[src/hdl/table_write_map.vh]
`ifndef TABLE_WRITE_MAP_VH
`define TABLE_WRITE_MAP_VH
`define TW_PTR_W 16
`define TW_DATA_W 16
`define TW_QPH_W 2
`define TW_Q_DECODE 2'h0
`define TW_Q_READ 2'h1
`define TW_Q_EXEC 2'h2
`define TW_Q_WRITE 2'h3
`define TW_CLK_NS 4
`define TW_PROG_TIME_NS 1000
`define TW_PROG_CYCLES 16'h00fa
`define TW_PROG_CNT_W 16
`define TW_NORMAL_CYCLES 2
`define TW_INT_BASE_RESET 16'he000
`endif

[src/hdl/quarter_phase_gen.v]
`timescale 1ns/10ps
`include "table_write_map.vh"
module quarter_phase_gen (
  // Clock and reset
  input wire clk_in,
  input wire resetn_in,
  // Phase
  output reg [`TW_QPH_W-1:0] phase_out,
  output reg cycle_end_out
);
  always @(posedge clk_in) begin
    if (!resetn_in) begin
      phase_out <= `TW_Q_DECODE;
      cycle_end_out <= 1'b0;
    end else begin
      phase_out <= phase_out + 2'h1;
      cycle_end_out <= (phase_out == `TW_Q_EXEC);
    end
  end
endmodule // quarter_phase_gen

[src/hdl/table_write_sequencer.v]
`timescale 1ns/10ps
`include "table_write_map.vh"
module table_write_sequencer #(
  parameter [`TW_PROG_CNT_W-1:0] PROG_CYCLES = `TW_PROG_CYCLES,
  parameter [`TW_PTR_W-1:0] INT_BASE = `TW_INT_BASE_RESET
) (
  // Clock and reset
  input wire clk_in,
  input wire resetn_in,
  // Instruction request
  input wire start_in,
  input wire incr_sel_in,
  input wire [`TW_DATA_W-1:0] src_data_in,
  input wire ptr_load_in,
  input wire [`TW_PTR_W-1:0] ptr_value_in,
  // System pins
  input wire interrupt_in,
  input wire reset_programming_pin_in,
  // Memory side
  output reg mem_we_out,
  output reg prog_pulse_out,
  output reg [`TW_PTR_W-1:0] mem_addr_out,
  output reg [`TW_DATA_W-1:0] mem_data_out,
  // Status
  output reg [`TW_PTR_W-1:0] table_pointer_out,
  output reg busy_out,
  output reg done_out,
  output reg aborted_out,
  output reg prog_ok_out
);
  // One-hot sequencer states
  localparam [3:0] ST_IDLE = 4'h1;
  localparam [3:0] ST_CYC1 = 4'h2;
  localparam [3:0] ST_CYC2 = 4'h4;
  localparam [3:0] ST_PROG = 4'h8;
  // Pins from outside the clock domain: bit 0 interrupt, bit 1 programming voltage
  localparam integer N_PINS = 2;
  localparam [`TW_PROG_CNT_W-1:0] CNT_ONE = {{(`TW_PROG_CNT_W-1){1'b0}}, 1'b1};

  // Quarter phase
  wire [`TW_QPH_W-1:0] phase;
  wire cycle_end;

  // Sequencer registers and next values
  reg [3:0] state_q;
  reg [3:0] state_d;
  reg [`TW_PROG_CNT_W-1:0] cnt_q;
  reg [`TW_PROG_CNT_W-1:0] cnt_d;
  reg incr_q;
  reg incr_d;
  reg internal_q;
  reg internal_d;

  // Next values of the output flops
  reg mem_we_d;
  reg prog_pulse_d;
  reg [`TW_PTR_W-1:0] mem_addr_d;
  reg [`TW_DATA_W-1:0] mem_data_d;
  reg [`TW_PTR_W-1:0] table_pointer_d;
  reg busy_d;
  reg done_d;
  reg aborted_d;
  reg prog_ok_d;

  // Synchronised pins
  wire [N_PINS-1:0] pin_raw;
  wire [N_PINS-1:0] pin_stable;
  wire irq_s;
  wire vpp_s;

  // Decoded conditions
  wire take;
  wire to_internal;
  wire prog_last;
  wire [`TW_PTR_W-1:0] ptr_next;

  quarter_phase_gen u_phase (
    .clk_in(clk_in),
    .resetn_in(resetn_in),
    .phase_out(phase),
    .cycle_end_out(cycle_end)
  );

  // Three-stage pin sync, change accepted when last two agree
  assign pin_raw = {reset_programming_pin_in, interrupt_in};
  genvar g;
  generate
    for (g = 0; g < N_PINS; g = g + 1) begin : g_pin_sync
      reg [2:0] sync_q;
      reg stable_q;
      always @(posedge clk_in) begin
        if (!resetn_in) begin
          sync_q <= 3'h0;
          stable_q <= 1'b0;
        end else begin
          sync_q <= {sync_q[1:0], pin_raw[g]};
          if (sync_q[2] == sync_q[1])
            stable_q <= sync_q[2];
        end
      end
      assign pin_stable[g] = stable_q;
    end
  endgenerate
  assign irq_s = pin_stable[0];
  assign vpp_s = pin_stable[1];

  // Request taken only in the decode quarter of an idle cycle
  assign take = (state_q == ST_IDLE) && start_in && (phase == `TW_Q_DECODE);
  assign to_internal = (table_pointer_out >= INT_BASE);
  assign prog_last = (cnt_q == CNT_ONE);
  assign ptr_next = table_pointer_out + {{(`TW_PTR_W-1){1'b0}}, incr_q};

  // Next state and next output values
  always @* begin
    state_d = state_q;
    cnt_d = cnt_q;
    incr_d = incr_q;
    internal_d = internal_q;
    mem_we_d = 1'b0;
    prog_pulse_d = prog_pulse_out;
    mem_addr_d = mem_addr_out;
    mem_data_d = mem_data_out;
    table_pointer_d = table_pointer_out;
    busy_d = busy_out;
    done_d = 1'b0;
    aborted_d = 1'b0;
    prog_ok_d = prog_ok_out;
    case (state_q)
      ST_IDLE: begin
        if (ptr_load_in)
          table_pointer_d = ptr_value_in;
        if (take) begin
          state_d = ST_CYC1;
          busy_d = 1'b1;
          incr_d = incr_sel_in;
          internal_d = to_internal;
          mem_addr_d = table_pointer_out;
        end
      end
      ST_CYC1: begin
        if (phase == `TW_Q_READ)
          mem_data_d = src_data_in;
        if (cycle_end)
          state_d = ST_CYC2;
      end
      ST_CYC2: begin
        if (phase == `TW_Q_WRITE) begin
          if (internal_q) begin
            state_d = ST_PROG;
            cnt_d = PROG_CYCLES;
            prog_pulse_d = 1'b1;
            prog_ok_d = vpp_s;
          end else begin
            state_d = ST_IDLE;
            mem_we_d = 1'b1;
            busy_d = 1'b0;
            done_d = 1'b1;
            table_pointer_d = ptr_next;
          end
        end
      end
      ST_PROG: begin
        cnt_d = cnt_q - CNT_ONE;
        // Voltage lost mid-write: location may be disturbed, never reported good
        if (!vpp_s)
          prog_ok_d = 1'b0;
        if (irq_s || prog_last) begin
          state_d = ST_IDLE;
          prog_pulse_d = 1'b0;
          busy_d = 1'b0;
          done_d = ~irq_s;
          aborted_d = irq_s;
          // Write not committed when cut short by the interrupt
          if (irq_s)
            prog_ok_d = 1'b0;
          table_pointer_d = ptr_next;
        end
      end
      default: begin
        state_d = ST_IDLE;
        busy_d = 1'b0;
        prog_pulse_d = 1'b0;
      end
    endcase
  end

  // Sequencer state
  always @(posedge clk_in) begin
    if (!resetn_in) begin
      state_q <= ST_IDLE;
      cnt_q <= {`TW_PROG_CNT_W{1'b0}};
      incr_q <= 1'b0;
      internal_q <= 1'b0;
    end else begin
      state_q <= state_d;
      cnt_q <= cnt_d;
      incr_q <= incr_d;
      internal_q <= internal_d;
    end
  end

  // Output flops
  always @(posedge clk_in) begin
    if (!resetn_in) begin
      mem_we_out <= 1'b0;
      prog_pulse_out <= 1'b0;
      mem_addr_out <= {`TW_PTR_W{1'b0}};
      mem_data_out <= {`TW_DATA_W{1'b0}};
      table_pointer_out <= {`TW_PTR_W{1'b0}};
      busy_out <= 1'b0;
      done_out <= 1'b0;
      aborted_out <= 1'b0;
      prog_ok_out <= 1'b0;
    end else begin
      mem_we_out <= mem_we_d;
      prog_pulse_out <= prog_pulse_d;
      mem_addr_out <= mem_addr_d;
      mem_data_out <= mem_data_d;
      table_pointer_out <= table_pointer_d;
      busy_out <= busy_d;
      done_out <= done_d;
      aborted_out <= aborted_d;
      prog_ok_out <= prog_ok_d;
    end
  end
endmodule // table_write_sequencer

[config.mk]
export PLATFORM = sky130hd
export DESIGN_NAME = table_write_sequencer
export DESIGN_NICKNAME = d
export VERILOG_FILES = /design/src/hdl/quarter_phase_gen.v /design/src/hdl/table_write_sequencer.v
export VERILOG_INCLUDE_DIRS = /design/src /design/src/hdl
export SDC_FILE = /design/constraint.sdc
export NUM_CORES = 1
export LEC_CHECK = 0
export ABC_AREA = 0
export BUFFER_PORTS_ARGS = -buffer_cell sky130_fd_sc_hd__buf_4
export CAP_MARGIN = 20
export CORE_MARGIN = 4
export CORE_UTILIZATION = 50
export CTS_CLUSTER_SIZE = 16
export DETAILED_ROUTE_END_ITERATION = 8
export PLACE_DENSITY_LB_ADDON = 0.15
export RECOVER_POWER = 25
export SYNTH_ARGS = -nofsm -noshare
export SYNTH_HDL_FRONTEND = slang
export SYNTH_HIERARCHICAL = 1
export SYNTH_SLANG_ARGS = --single-unit
[constraint.sdc]
create_clock -name clk_in -period 2.1 [get_ports clk_in]
set_input_delay 0.42 -clock clk_in [delete_from_list [all_inputs] [get_ports clk_in]]
set_output_delay 0.42 -clock clk_in [all_outputs]
set_load 0.05 [all_outputs]
======== Yosys cells after proc, flatten, opt, wreduce, memory -nomap -nowiden ========
Cells that the tools add are included.
W data, S select, Z words.
operators by class
  add/sub/neg operators ................... 3
  multiply operators ...................... 0
  div/mod/pow operators ................... 0
  $lt $le $gt $ge ......................... 1
  eq/ne operators ......................... 17
  shift-type cells ........................ 0
  muxes and demuxes ....................... 32
  bitwise logic cells ..................... 3
  reduce and logical (&&, ||, !) cells .... 16
operators by type and width
  operator                 count
  $mux W16                 6
  $pmux W16 S3             1
  $pmux W16 S2             1
  $mux W4                  5
  $add A16 B1 Y16          1
  $eq A16 B1 Y1 const B    1
  $ge A16 B16 Y1 const B   1
  $pmux W4 S4              1
  $sub A16 B1 Y16 const B  1
  $mux W1                  14
  $ne A2 B2 Y1 const B     6
  $reduce_and A5 Y1        2
  $reduce_and A4 Y1        2
  $reduce_and A2 Y1        3
  $reduce_and A3 Y1        2
  $eq A2 B2 Y1 const B     2
  $eq A4 B1 Y1 const B     1
  $eq A4 B2 Y1 const B     1
  $eq A4 B3 Y1 const B     1
  $eq A4 B4 Y1 const B     1
  $pmux W1 S2              2
  $pmux W1 S4              1
  $not A1 Y1               3
  $pmux W1 S3              1
  other kinds (10)         12
storage, ports and cells
  register bits ........................... 87
  bits in latches ......................... 0
  bits in writable memories ............... 0
  bits in read-only memories .............. 0
  input bits .............................. 39
  output and inout port bits .............. 54
  logic and storage cells ................. 91
  memories ................................ 0

======== Depth between registers and ports, before layout ========
Gate-level depths: netlist (run 1).
  depth after elaboration ................. 5
  gate-level depth with buffers ........... 9
  gate-level depth less buffers ........... 7

======== Cells and area by module ========
Netlist (run 1), hierarchy kept.
modules (own cells, without submodules)
  module                 times used  cells an instance  area an instance (um^2)  seq. area each (um^2)
  table_write_sequencer  1           464                3860.0                   1681.6
  quarter_phase_gen      1           8                  110.1                    60.1

======== Least setup slack after synthesis (run 1) ========
OpenSTA, ideal clock, no wires.
  path type ............................... reg-to-reg
  start ................................... register table_pointer_out[0]
  end ..................................... register table_pointer_out[8]
  setup time .............................. 0.119 ns
  arrival time ............................ 1.954 ns
  required time ........................... 1.981 ns
  path slack .............................. 0.027 ns
  cell stages (with the launch flop) ...... 8
  clock period less this slack ............ 2.073 ns
  cell sequence ........................... dfxtp_1 -> ha_1 -> ha_1 -> and3_1 -> clkbuf_1 -> and3_1 -> a31oi_1 -> o221a_1
on the way
  longest elaborated chain between the ends .. 4
  elaborated cells between the ends (all ways) .. 5
ends and longest elaborated chain
  item                      line                         RTL
  start: declaration        table_write_sequencer.v:25   output reg [`TW_PTR_W-1:0] table_pointer_out,
  start signal: assignment  table_write_sequencer.v:209  table_pointer_out <= {`TW_PTR_W{1'b0}};
  start signal: assignment  table_write_sequencer.v:219  table_pointer_out <= table_pointer_d;
  $add A16 B1 Y16 (*)       table_write_sequencer.v:111  assign ptr_next = table_pointer_out + {{(`TW_PTR_W-1){1'b0}}, incr_q};
  $mux W16                  table_write_sequencer.v:148  if (internal_q) begin
  $mux W16                  table_write_sequencer.v:147  if (phase == `TW_Q_WRITE) begin
  $pmux W16 S3 (*)          table_write_sequencer.v:128  case (state_q)
Every way passes the cells marked *; elsewhere a longest branch is shown, timed or not. The select of a mux whose other input is x is not followed.
A chain may end at the register's enable or synchronous reset.

======== Final worst setup path (run 1) ========
  start ................................... register state_q[2]
  end ..................................... register table_pointer_out[3]
on the way
  longest elaborated chain between the ends .. 3
  elaborated cells between the ends (all ways) .. 10
ends and longest elaborated chain
  item                                                                 line                         RTL
  start: declaration                                                   table_write_sequencer.v:45   reg [3:0] state_q;
  start signal: assignment                                             table_write_sequencer.v:195  state_q <= state_d;
  $eq A4 B3 Y1 (tied with other cells)                                 table_write_sequencer.v:128
  $ne A2 B2 Y1 (no line) / $reduce_bool A3 Y1 (equally long branches)  n/a
  $reduce_and A5 Y1 (no line)                                          n/a
Parallel ways exist; a longest one is shown, timed or not.

==> results of run 1 <==
==> cell families after synthesis <==
kind of cell | share of synthesized area, %
flops | 43.9
buf+inv | 4.22
xor+xnor | 2.87
fa+ha+maj | 1.58
simple gates | 29.1
compound gates | 18.4
==> timing repair <==
item                       in CTS  in global routing
hold endpoints to repair        0                  0
resized for setup               0                  3
setup endpoints to repair       0                 16
==> metrics by stage <==
step,setup slack [ps],total power (uW),hold WS [ps]
4_1_cts,40.5,3590,246
3_5_place_dp,43.4,2390,421
2_1_floorplan,26.8,2190,412
3_3_place_gp,201,2380,417
5_1_grt,1.55,3710,259
6_report,117,3570,252
==> worst max-delay path: stages, from the launching register on <==
cell and delay, ps:
dfxtp_1 480, nand2b_1 300, a21o_1 500, buf_4 250, nand2_1 70, o31a_1 110
o32ai_2 190
==> routing by layer <==
layer | up-vias | routed length [um] | track usage, %
met1 | 1801 | 4410 | 26.5
met5 | - | 0 | 0
met3 | 20 | 598 | 4.45
met4 | 0 | 256 | 9.40
li1 | 1860 | - | -
met2 | 108 | 5150 | 36.9
==> sequential cells by signal, indices dropped and copies added, names as in the netlist, 2 cells and up <==
| register | count |
|---|---|
| g_pin_sync.stable_q | 2 |
| mem_addr_out | 16 |
| table_pointer_out | 16 |
| state_q | 4 |
| g_pin_sync.sync_q | 6 |
| mem_data_out | 16 |
| u_phase/phase_out | 2 |
| cnt_q | 16 |
==> where the power goes <==
group          switching [uW]  total (uW)  internal, uW
registers                68.8        1770          1710
logic                     362         576           214
clock network             658        1220           564
==> worst paths after layout <==
kind / endpoint / startpoint / slack (ps)
worst max-delay path: table_pointer_out[3]$_SDFFE_PN0P_ / state_q[2]$_SDFFE_PN0P_ / 120
worst min-delay path: g_pin_sync[1].sync_q[0]$_SDFF_PN0_ / reset_programming_pin_in / 250
worst max register to register: table_pointer_out[3]$_SDFFE_PN0P_ / state_q[2]$_SDFFE_PN0P_ / 120
worst min register to register: g_pin_sync[0].sync_q[1]$_SDFF_PN0_ / g_pin_sync[0].sync_q[0]$_SDFF_PN0_ / 440
==> layout by cell type (no fill, tap or decap), types with 4 or more instances in the layout <==
cell	count
nand2_1	101
buf_4	89
dfxtp_1	87
a21oi_1	69
clkbuf_1	25
nor2_1	22
nand3_1	14
nor3_1	14
clkbuf_8	9
and2_1	8
and3_1	8
o32ai_2	8
xnor2_1	8
nor4_1	7
o21ai_0	7
nand4_1	7
nand2b_1	5
a21o_1	5
xor2_1	5
ha_1	5
nor4b_1	4
nor3b_1	4
nand3b_1	4
==> area by class of cell <==
cell class              instances  area [sq um]  share of cell area [%]
repair buffers                114           762                    15.4
flip-flops and latches         87          1740                    35.2
well taps                     102           128                    2.58
clock buffers                   9           124                    2.50
multi-input cells             353          2090                    42.3
inverters                       5          18.8                   0.379
clock inverters                 7          80.1                    1.62
==> results by group, run 1 <==
Synth
  – Post-synthesis sequential area ratio: 43.9%
  – Syn Nets: 516
  – Mapped Area: 3970 sq um
  – Cell variety after synth: 55
  – Syn_area_per_cell: 8.41 sq um
  – YS warnings: 6
  – Post-synth EDFFs: 0
  – Synth area leaders: dfxtp_1, nand2_1, a21oi_1
  – Area leader, netlist: dfxtp_1
  – Cells after Synth: 472
  – Top-area cell type share of the netlist area: 43.9%
  – #FFs+latches synth: 87
  – Synth top cells by count: nand2_1, dfxtp_1, a21oi_1
  – Predominant post-synthesis flop cell: dfxtp_1
  – Most frequent cell after synthesis: nand2_1
  – Ys async rst share: 0%

Detailed routing
  – Routed wire length: 10400 um
  – Total number of vias: 3789
  – ANT nets after route: 0
  – Drt first pass iters: 5
  – Initial DRC count: 118
  – Vias per inst: 5.60
  – DRC violations left: 0
  – Drt wl/cell: 15.4 um

Worst setup path
  – Critical Path Source Type: flip-flop
  – Critical Path AT: 2260 ps
  – Crit path kind: flip-flop to flip-flop
  – CP Max Fanout: 15
  – Required time of the critical path: 2380 ps
  – Critical Path End Type: flip-flop
  – Worst r2r path cells: 6

Global route
  – Largest net degree at the start of global routing: 44
  – Initial antenna violation count: 0
  – GR Overflow Total: 0
  – First-pass GRT wire length: 17100 um
  – Vias in the first global route: 3648
  – GRT Overall Usage: 21.7%

Placed design
  – Dpl cells: 659
  – IO Port Bufs: 92
  – Placed standard-cell area: 4800 sq um
  – Final HPWL DP: 7250 um
  – Routability cong.: 0.857

Final layout
  – ANT cells: 0
  – Area grow syn2layout: 24.6%
  – Post-layout instance area: 4950 sq um
  – Non-filler instance count after layout: 677
  – Number of nets in the layout: 614
  – Layout cells sized above 1: 22.6%
  – Fillers: 689
  – Final core occ: 64.0%

Worst hold path
  – Hold Path Depth: 2
  – Type of the tightest min-delay check: input port to flip-flop

Clock network
  – Hold_buf cts: 0
  – CTS Root Cell: clkbuf_8
  – Total clock sinks: 87
  – CTS Buf Count: 9
  – Clk pin slew, worst setup/hold paths: 100 ps
  – Clock buffer depth: 2
  – Worst skew pair latency: 370 ps
  – Post-CTS Setup Inserts: 0
  – H-tree depth: 3
  – TritonCTS clock tree: yes

Run status
  – Outcome: completed

Floorplanning
  – Die area: 9430 sq um
  – Num rows: 32
  – Die height: 97.1 um
  – Core area: 7730 sq um
  – Die width: 97.1 um
  – Top Ports: 93
  – Initial Utilization: 51.4%

STA
  – # setup viols final: 0
  – Slew headroom: 19.4%
  – Fmax: 0.504 GHz
  – Max-slew violation count: 0
  – Hold Violations, Final: 0
  – Setup TNS: 0 ps
  – Tightest Pin Transition: 1210 ps
  – Clock skew: 14.1 ps
  – Min Tclk post-route: 1980 ps
  – Final worst path period share: 94.4%
  – RSZ-0062 raised after global routing: no

Pwr
  – Power Density: 722 nW/um^2
  – Pleak: 0.00189 uW
  – Peak supply drop: 0.000403 V

Run
  – Max Cap Violations: 0
No activity file was read; power rests on OpenSTA's default activity.
==> inputs of run 2 (changes only) <==
--- a/config.mk
+++ b/config.mk
@@ -13,6 +13,7 @@
 export CORE_UTILIZATION = 50
 export CTS_CLUSTER_SIZE = 16
 export DETAILED_ROUTE_END_ITERATION = 8
+export GPL_TIMING_DRIVEN = 0
 export PLACE_DENSITY_LB_ADDON = 0.15
 export RECOVER_POWER = 25
 export SYNTH_ARGS = -nofsm -noshare
==> constraint.sdc (replaced) <==
create_clock -name clk_in -period 2.24 [get_ports clk_in]
set_input_delay 0.448 -clock clk_in [delete_from_list [all_inputs] [get_ports clk_in]]
set_output_delay 0.448 -clock clk_in [all_outputs]
set_load 0.05 [all_outputs]
==> run 2 against run 1 <==
Worst setup slack worse by 1.8 ps. Hold slack better by 48 ps. Critical path depth is 1 higher. Cell count is 0.74% higher. Total power is 6.5% lower. Combinational power is 6.9% lower. Global-route usage is 0.94 points higher. Largest cell class unchanged.
==> results by group, run 2 (synthesis results as in run 1) <==
Detailed routing
  – Vias per inst: 5.54 (-1.0%)
  – Met1 wire length: 4460 um (+1.2%)
  – Drt wl/cell: 15.6 um (+1.3%)
  – Drt first pass iters: 4 (-1)
  – Met3 WL: 651 um (+8.9%)
  – Initial DRC count: 163 (+38%)
  – DRC violations left: 0 (unchanged)
  – ANT nets after route: 0 (unchanged)
  – Top Metal Used: met4
  – Met2 Wirelength: 5320 um (+3.1%)
  – Total number of vias: 3778 (-0.29%)
  – Routed wire length: 10600 um (+2.0%)

Final layout
  – Most frequent cells in the layout: nand2_1, dfxtp_1, a21oi_1
  – Number of nets in the layout: 619 (+0.81%)
  – FF+latch area: 1740 sq um (unchanged)
  – Multi-input logic area: 2080 sq um (-0.72%)
  – Fillers: 691 (+0.29%)
  – ANT cells: 0 (unchanged)
  – Commonest non-fill, non-tap cell in the layout: nand2_1
  – Area grow syn2layout: 23.8%
  – Layout cells sized above 1: 20.5% (-2.1 points)

Pwr
  – Pleak: 0.00186 uW (-1.6%)
  – Power Density: 679 nW/um^2 (-5.9%)
  – Peak supply drop: 0.000347 V (-14%)
  – Comb power frac: 16.1% (about the same)
  – Clock share of power: 34.0% (-0.2 points)
  – Sw Pwr: 993 uW (-8.9%)
  – Sw frac: 29.7% (-0.77 points)
  – Int Pwr: 2350 uW (-5.5%)
  – Seq pwr share: 49.9% (+0.2 points)

Global route
  – Vias in the first global route: 3665 (+0.47%)
  – First-pass GRT wire length: 17700 um (+3.2%)
  – Initial antenna violation count: 0 (unchanged)
  – GRT Overall Usage: 22.6% (+0.94 points)
  – Largest net degree at the start of global routing: 16 (-64%)
  – GR Overflow Total: 0 (unchanged)

STA
  – Tightest Pin Transition: 779 ps (-430 ps)
  – Slew headroom: 47.9% (+29 points)
  – RSZ-0062 raised after global routing: no
  – Min Tclk post-route: 2120 ps (+142 ps)
  – Setup ws final: 115 ps (-1.79 ps)
  – Hold Violations, Final: 0 (unchanged)
  – Clock skew: 15.7 ps (+1.61 ps)
  – # setup viols final: 0 (unchanged)
  – Max-slew violation count: 0 (unchanged)
  – Setup TNS: 0 ps (unchanged)
  – Fmax: 0.471 GHz (-6.7%)
  – Final worst path period share: 94.9% (+0.43 points)

Floorplanning
  – Die height: 97.1 um (unchanged)
  – Core area: 7730 sq um (unchanged)
  – Num rows: 32 (unchanged)
  – Initial Utilization: 51.4% (unchanged)
  – Top Ports: 93 (unchanged)
  – Die area: 9430 sq um (unchanged)
  – Die width: 97.1 um (unchanged)

Worst setup path
  – Required time of the critical path: 2480 ps (+100 ps)
  – Critical Path End Type: flip-flop
  – CP Max Fanout: 6 (-9)
  – Critical Path Source Type: flip-flop
  – Crit path kind: flip-flop to flip-flop
  – Critical Path AT: 2370 ps (+110 ps)

Clock network
  – CTS Buf Count: 9 (unchanged)
  – H-tree depth: 3 (unchanged)
  – Worst skew pair latency: 360 ps (about the same)
  – Clock buffer depth: 2 (unchanged)
  – TritonCTS clock tree: yes
  – Hold_buf cts: 0 (unchanged)
  – Clk pin slew, worst setup/hold paths: 90 ps (about the same)
  – Total clock sinks: 87 (unchanged)
  – CTS Root Cell: clkbuf_8

Run status
  – Outcome: completed

Placed design
  – Routability cong.: 0.867 (+1.2%)
  – IO Port Bufs: 92 (unchanged)
  – Final HPWL DP: 7760 um (+6.9%)
  – Placement Setup Slack: 156 ps (+113 ps)

Worst hold path
  – Type of the tightest min-delay check: input port to flip-flop

Run
  – Max Cap Violations: 0 (unchanged)
run 2: path summary, 6_finish.rpt:
check / from / to / slack [ps] / cells after the start
hold reg to reg: g_pin_sync[1].sync_q[0]$_SDFF_PN0_ / g_pin_sync[1].sync_q[1]$_SDFF_PN0_ / 450 / 1
setup reg to reg: cnt_q[0]$_SDFFE_PN0P_ / cnt_q[12]$_SDFFE_PN0P_ / 120 / 7
setup / recovery: cnt_q[0]$_SDFFE_PN0P_ / cnt_q[12]$_SDFFE_PN0P_ / 120 / 7
hold / removal: interrupt_in / g_pin_sync[0].sync_q[0]$_SDFF_PN0_ / 300 / 2
run 2: through the flow:
step	power [uW]	util, %	area, sq um	hold WS [ps]	cells
finish	3340	63.6	4920	300	682
floorplan	2050	-	3970	412	472
global route	3470	63.6	4920	309	682
CTS	3360	64.6	4990	295	682
global placement	2230	62.0	4790	420	666
detailed placement	2240	62.0	4790	426	666
run 2: metal layers:
metal | vias to the layer above | GRT usage [%]
li1 | 1872 | -
met1 | 1767 | 28.5
met2 | 118 | 37.9
met3 | 21 | 4.88
met4 | 0 | 8.64
met5 | - | 0
run 2: worst max-delay path, cell delays in order (launching register included):
cell     delay (ps)
dfxtp_1         370
inv_1            70
ha_1            160
nor3b_1         650
nand2_1         180
nor4b_1         370
xnor2_1         160
nor2_1           50
run 2: repair_timing:
action / in CTS / in global routing
endpoints found under the setup margin: 0 / 22
gates resized for setup: 0 / 5
setup buffers: 0 / 0
run 2: layout make-up:
class,count,share of cell area [%]
plain buffers,29,3.05
clock buffers,10,2.80
clock inverters,6,1.40
inverters,5,0.382
multi-input cells,351,42.3
flip-flops and latches,87,35.4
well taps,102,2.60
repair buffers,92,12.1
run 2: power by group through the flow:
stage	Clock, uW	Combinational [uW]	Sequential, uW
2_1_floorplan	0	231	1820
3_3_place_gp	0	533	1700
3_5_place_dp	0	543	1700
4_1_cts	1150	544	1670
5_1_grt	1220	578	1680
6_report	1140	536	1670
==> inputs of run 3 (changes only) <==
--- a/config.mk
+++ b/config.mk
@@ -6,7 +6,7 @@
 export SDC_FILE = /design/constraint.sdc
 export NUM_CORES = 1
 export LEC_CHECK = 0
-export ABC_AREA = 0
+export ABC_AREA = 1
 export BUFFER_PORTS_ARGS = -buffer_cell sky130_fd_sc_hd__buf_4
 export CAP_MARGIN = 20
 export CORE_MARGIN = 4
==> run 3 against run 2 <==
Cell count increased by 19%. Highest routed layer unchanged. Total power increased by 88%. Critical path depth increased by 3. Via count increased by 11%. Die area increased by 5.8%.
==> results by group, run 3 <==
Final layout
  – Multi-input logic area: 2060 sq um (-0.90%)
  – Most frequent cells in the layout: nand2_1, dfxtp_1, nor2_1
  – Fillers: 805 (+16%)
  – Commonest non-fill, non-tap cell in the layout: nand2_1
  – ANT cells: 0 (unchanged)
  – FF+latch area: 1740 sq um (unchanged)
  – Non-filler instance count after layout: 814 (+19%)
  – Area grow syn2layout: 22.0%
  – Layout cells sized above 1: 20.2% (-0.35 points)
  – Number of nets in the layout: 749 (+21%)

Clock network
  – TritonCTS clock tree: yes
  – Resized Gates After CTS: 0 (unchanged)
  – Clk pin slew, worst setup/hold paths: 90 ps (about the same)
  – Hold_buf cts: 0 (unchanged)
  – Post-CTS Setup Inserts: 0 (unchanged)
  – H-tree depth: 3 (unchanged)
  – CTS Buf Count: 9 (unchanged)
  – Worst skew pair latency: 360 ps (about the same)
  – Total clock sinks: 87 (unchanged)
  – CTS Root Cell: clkbuf_8
  – Clock buffer depth: 2 (unchanged)

Detailed routing
  – Initial DRC count: 191 (+17%)
  – Routed wire length: 11100 um (+4.8%)
  – Drt wl/cell: 13.7 um (-12%)
  – Total number of vias: 4210 (+11%)
  – ANT nets after route: 0 (unchanged)
  – DRC violations left: 0 (unchanged)
  – Vias per inst: 5.17 (-6.6%)
  – Drt first pass iters: 5 (+1)

STA
  – Max-slew violation count: 0 (unchanged)
  – Tightest Pin Transition: 644 ps (-136 ps)
  – # setup viols final: 0 (unchanged)
  – Final worst path period share: 82.3% (-13 points)
  – Min Tclk post-route: 1840 ps (-281 ps)
  – RSZ-0062 raised after global routing: no
  – Slew headroom: 57.3% (+9.3 points)
  – Hold slack: 265 ps (-34.9 ps)
  – Clock skew: 7.76 ps (-7.91 ps)
  – Hold Violations, Final: 0 (unchanged)
  – Fmax: 0.542 GHz (+15%)
  – Setup TNS: 0 ps (unchanged)

Worst setup path
  – Worst path max stage delay: 400 ps (-250 ps)
  – CP Max Fanout: 7 (+1)
  – Critical Path AT: 2130 ps (-240 ps)
  – Delay-heaviest family, CP: simple AND/OR/NAND/NOR gates
  – Crit path cell chain: ha_1 -> ha_1 -> nand3_1 -> nor2_1 -> nand3_1 -> nand2_1 -> nand3_1 -> nand2_1 -> nand2_1 -> a21oi_1
  – Crit path kind: flip-flop to flip-flop
  – CP max stage cell: dfxtp_1
  – Required time of the critical path: 2530 ps (+50 ps)
  – WP buf/inv: 0 (-1)
  – R2R Setup Slk: 400 ps (+280 ps)
  – Critical Path Source Type: flip-flop
  – Critical Path End Type: flip-flop

Synth
  – Top-area cell type share of the netlist area: 41.2% (-2.6 points)
  – Synth top cells by count: nand2_1, dfxtp_1, nor2_1
  – Synth area leaders: dfxtp_1, nand2_1, nor2_1
  – Area leader, netlist: dfxtp_1
  – Syn_area_per_cell: 7.01 sq um (-17%)
  – Most frequent cell after synthesis: nand2_1
  – Cell variety after synth: 37 (-33%)
  – Cells after Synth: 602 (+28%)
  – Post-synthesis sequential area ratio: 41.2% (-2.6 points)
  – Syn Nets: 646 (+25%)
  – YS warnings: 6 (unchanged)
  – Mapped Area: 4220 sq um (+6.4%)
  – Predominant post-synthesis flop cell: dfxtp_1
  – Ys async rst share: 0% (unchanged)
  – #FFs+latches synth: 87 (unchanged)
  – Post-synth EDFFs: 0 (unchanged)

Global route
  – Largest net degree at the start of global routing: 16 (unchanged)
  – GRT Overall Usage: 22.7% (+0.064 points)
  – First-pass GRT wire length: 18400 um (+3.8%)
  – Vias in the first global route: 4005 (+9.3%)
  – GR Overflow Total: 0 (unchanged)
  – Initial antenna violation count: 0 (unchanged)

Floorplanning
  – Top Ports: 93 (unchanged)
  – Core area: 8220 sq um (+6.3%)
  – Die width: 99.9 um (+2.9%)
  – Die height: 99.9 um (+2.9%)
  – Initial Utilization: 51.4% (about the same)
  – Num rows: 33 (+3.1%)
  – Die area: 9980 sq um (+5.8%)

Placed design
  – Dpl cells: 799 (+20%)
  – IO Port Bufs: 92 (unchanged)
  – Final HPWL DP: 8290 um (+6.9%)
  – Routability cong.: 0.898 (+3.6%)

Pwr
  – Pleak: 0.00231 uW (+24%)
  – Power Density: 1220 nW/um^2 (+80%)
  – Peak supply drop: 0.000767 V (+120%)

Run status
  – Outcome: completed

Worst hold path
  – Type of the tightest min-delay check: input port to flip-flop

Run
  – Max Cap Violations: 0 (unchanged)
## run 3: cell types whose count changed in the layout (fill, tap and decap cells not counted), moves of 9 or more
cell,delta
a21oi_1,-18
clkbuf_1,-10
inv_1,+68
inv_2,+9
nand2_1,+23
nand3_1,+22
nor2_1,+56
nor3_1,-15
o21ai_0,+38
o21ai_1,+9
## run 3: cell families after synthesis
family                     count (synthesis)  share of synthesized area, %
and+or+nand+nor                          283                          31.2
AOI/OAI and AO/OA                        118                          15.1
adders and majority gates                  6                          1.72
DFF                                       87                          41.2
xor gates and xnor gates                   4                         0.830
buffers and inverters                    104                          9.99
## run 3: routing by layer
layer / vias to the layer above / wire [um] / track usage (%)
met5: - / 0 / 0
li1: 2125 / - / -
met1: 1935 / 4930 / 29.6
met2: 135 / 5400 / 38.3
met3: 15 / 675 / 3.89
met4: 0 / 134 / 7.04
## run 3: path summary, 6_finish.rpt
kind,to,cells past startpoint,start
max,table_pointer_out[12]$_SDFFE_PN0P_,10,table_pointer_out[0]$_SDFFE_PN0P_
min,g_pin_sync[1].sync_q[0]$_SDFF_PN0_,3,reset_programming_pin_in
max reg2reg,table_pointer_out[12]$_SDFFE_PN0P_,10,table_pointer_out[0]$_SDFFE_PN0P_
min reg2reg,g_pin_sync[0].sync_q[1]$_SDFF_PN0_,2,g_pin_sync[0].sync_q[0]$_SDFF_PN0_
## run 3: per-stage QoR
stage	setup WS, ps	power, uW	area [sq um]	utilization (%)
floorplan	319	4400	4220	-
global placement	481	5150	5040	61.4
detailed placement	454	5220	5040	61.4
CTS	461	6340	5240	63.8
global route	243	6700	5150	62.7
finish	396	6290	5150	62.7
## run 3: final cells by class
class | count | share of cell area, %
Clock buffer | 9 | 2.41
Buffer | 21 | 2.14
Multi-Input combinational cell | 411 | 40.0
Inverter | 83 | 6.05
Timing Repair Buffer | 92 | 11.7
Clock inverter | 6 | 1.38
Tap cell | 105 | 2.55
Sequential cell | 87 | 33.8
## run 3: worst register-to-register path: stages (launching register included)
cell     delay [ps]
dfxtp_1         400
ha_1            200
ha_1            190
nand3_1          90
nor2_1          380
nand3_1         130
nand2_1          80
nand3_1          80
nand2_1          70
nand2_1          50
a21oi_1         110
## run 3: power breakdown
part	leakage, uW	internal, uW	switching (uW)
Clock	0.0000919	517	598
Combinational	0.00151	950	2100
Sequential	0.000710	1830	297
Total	0.00231	3290	2990
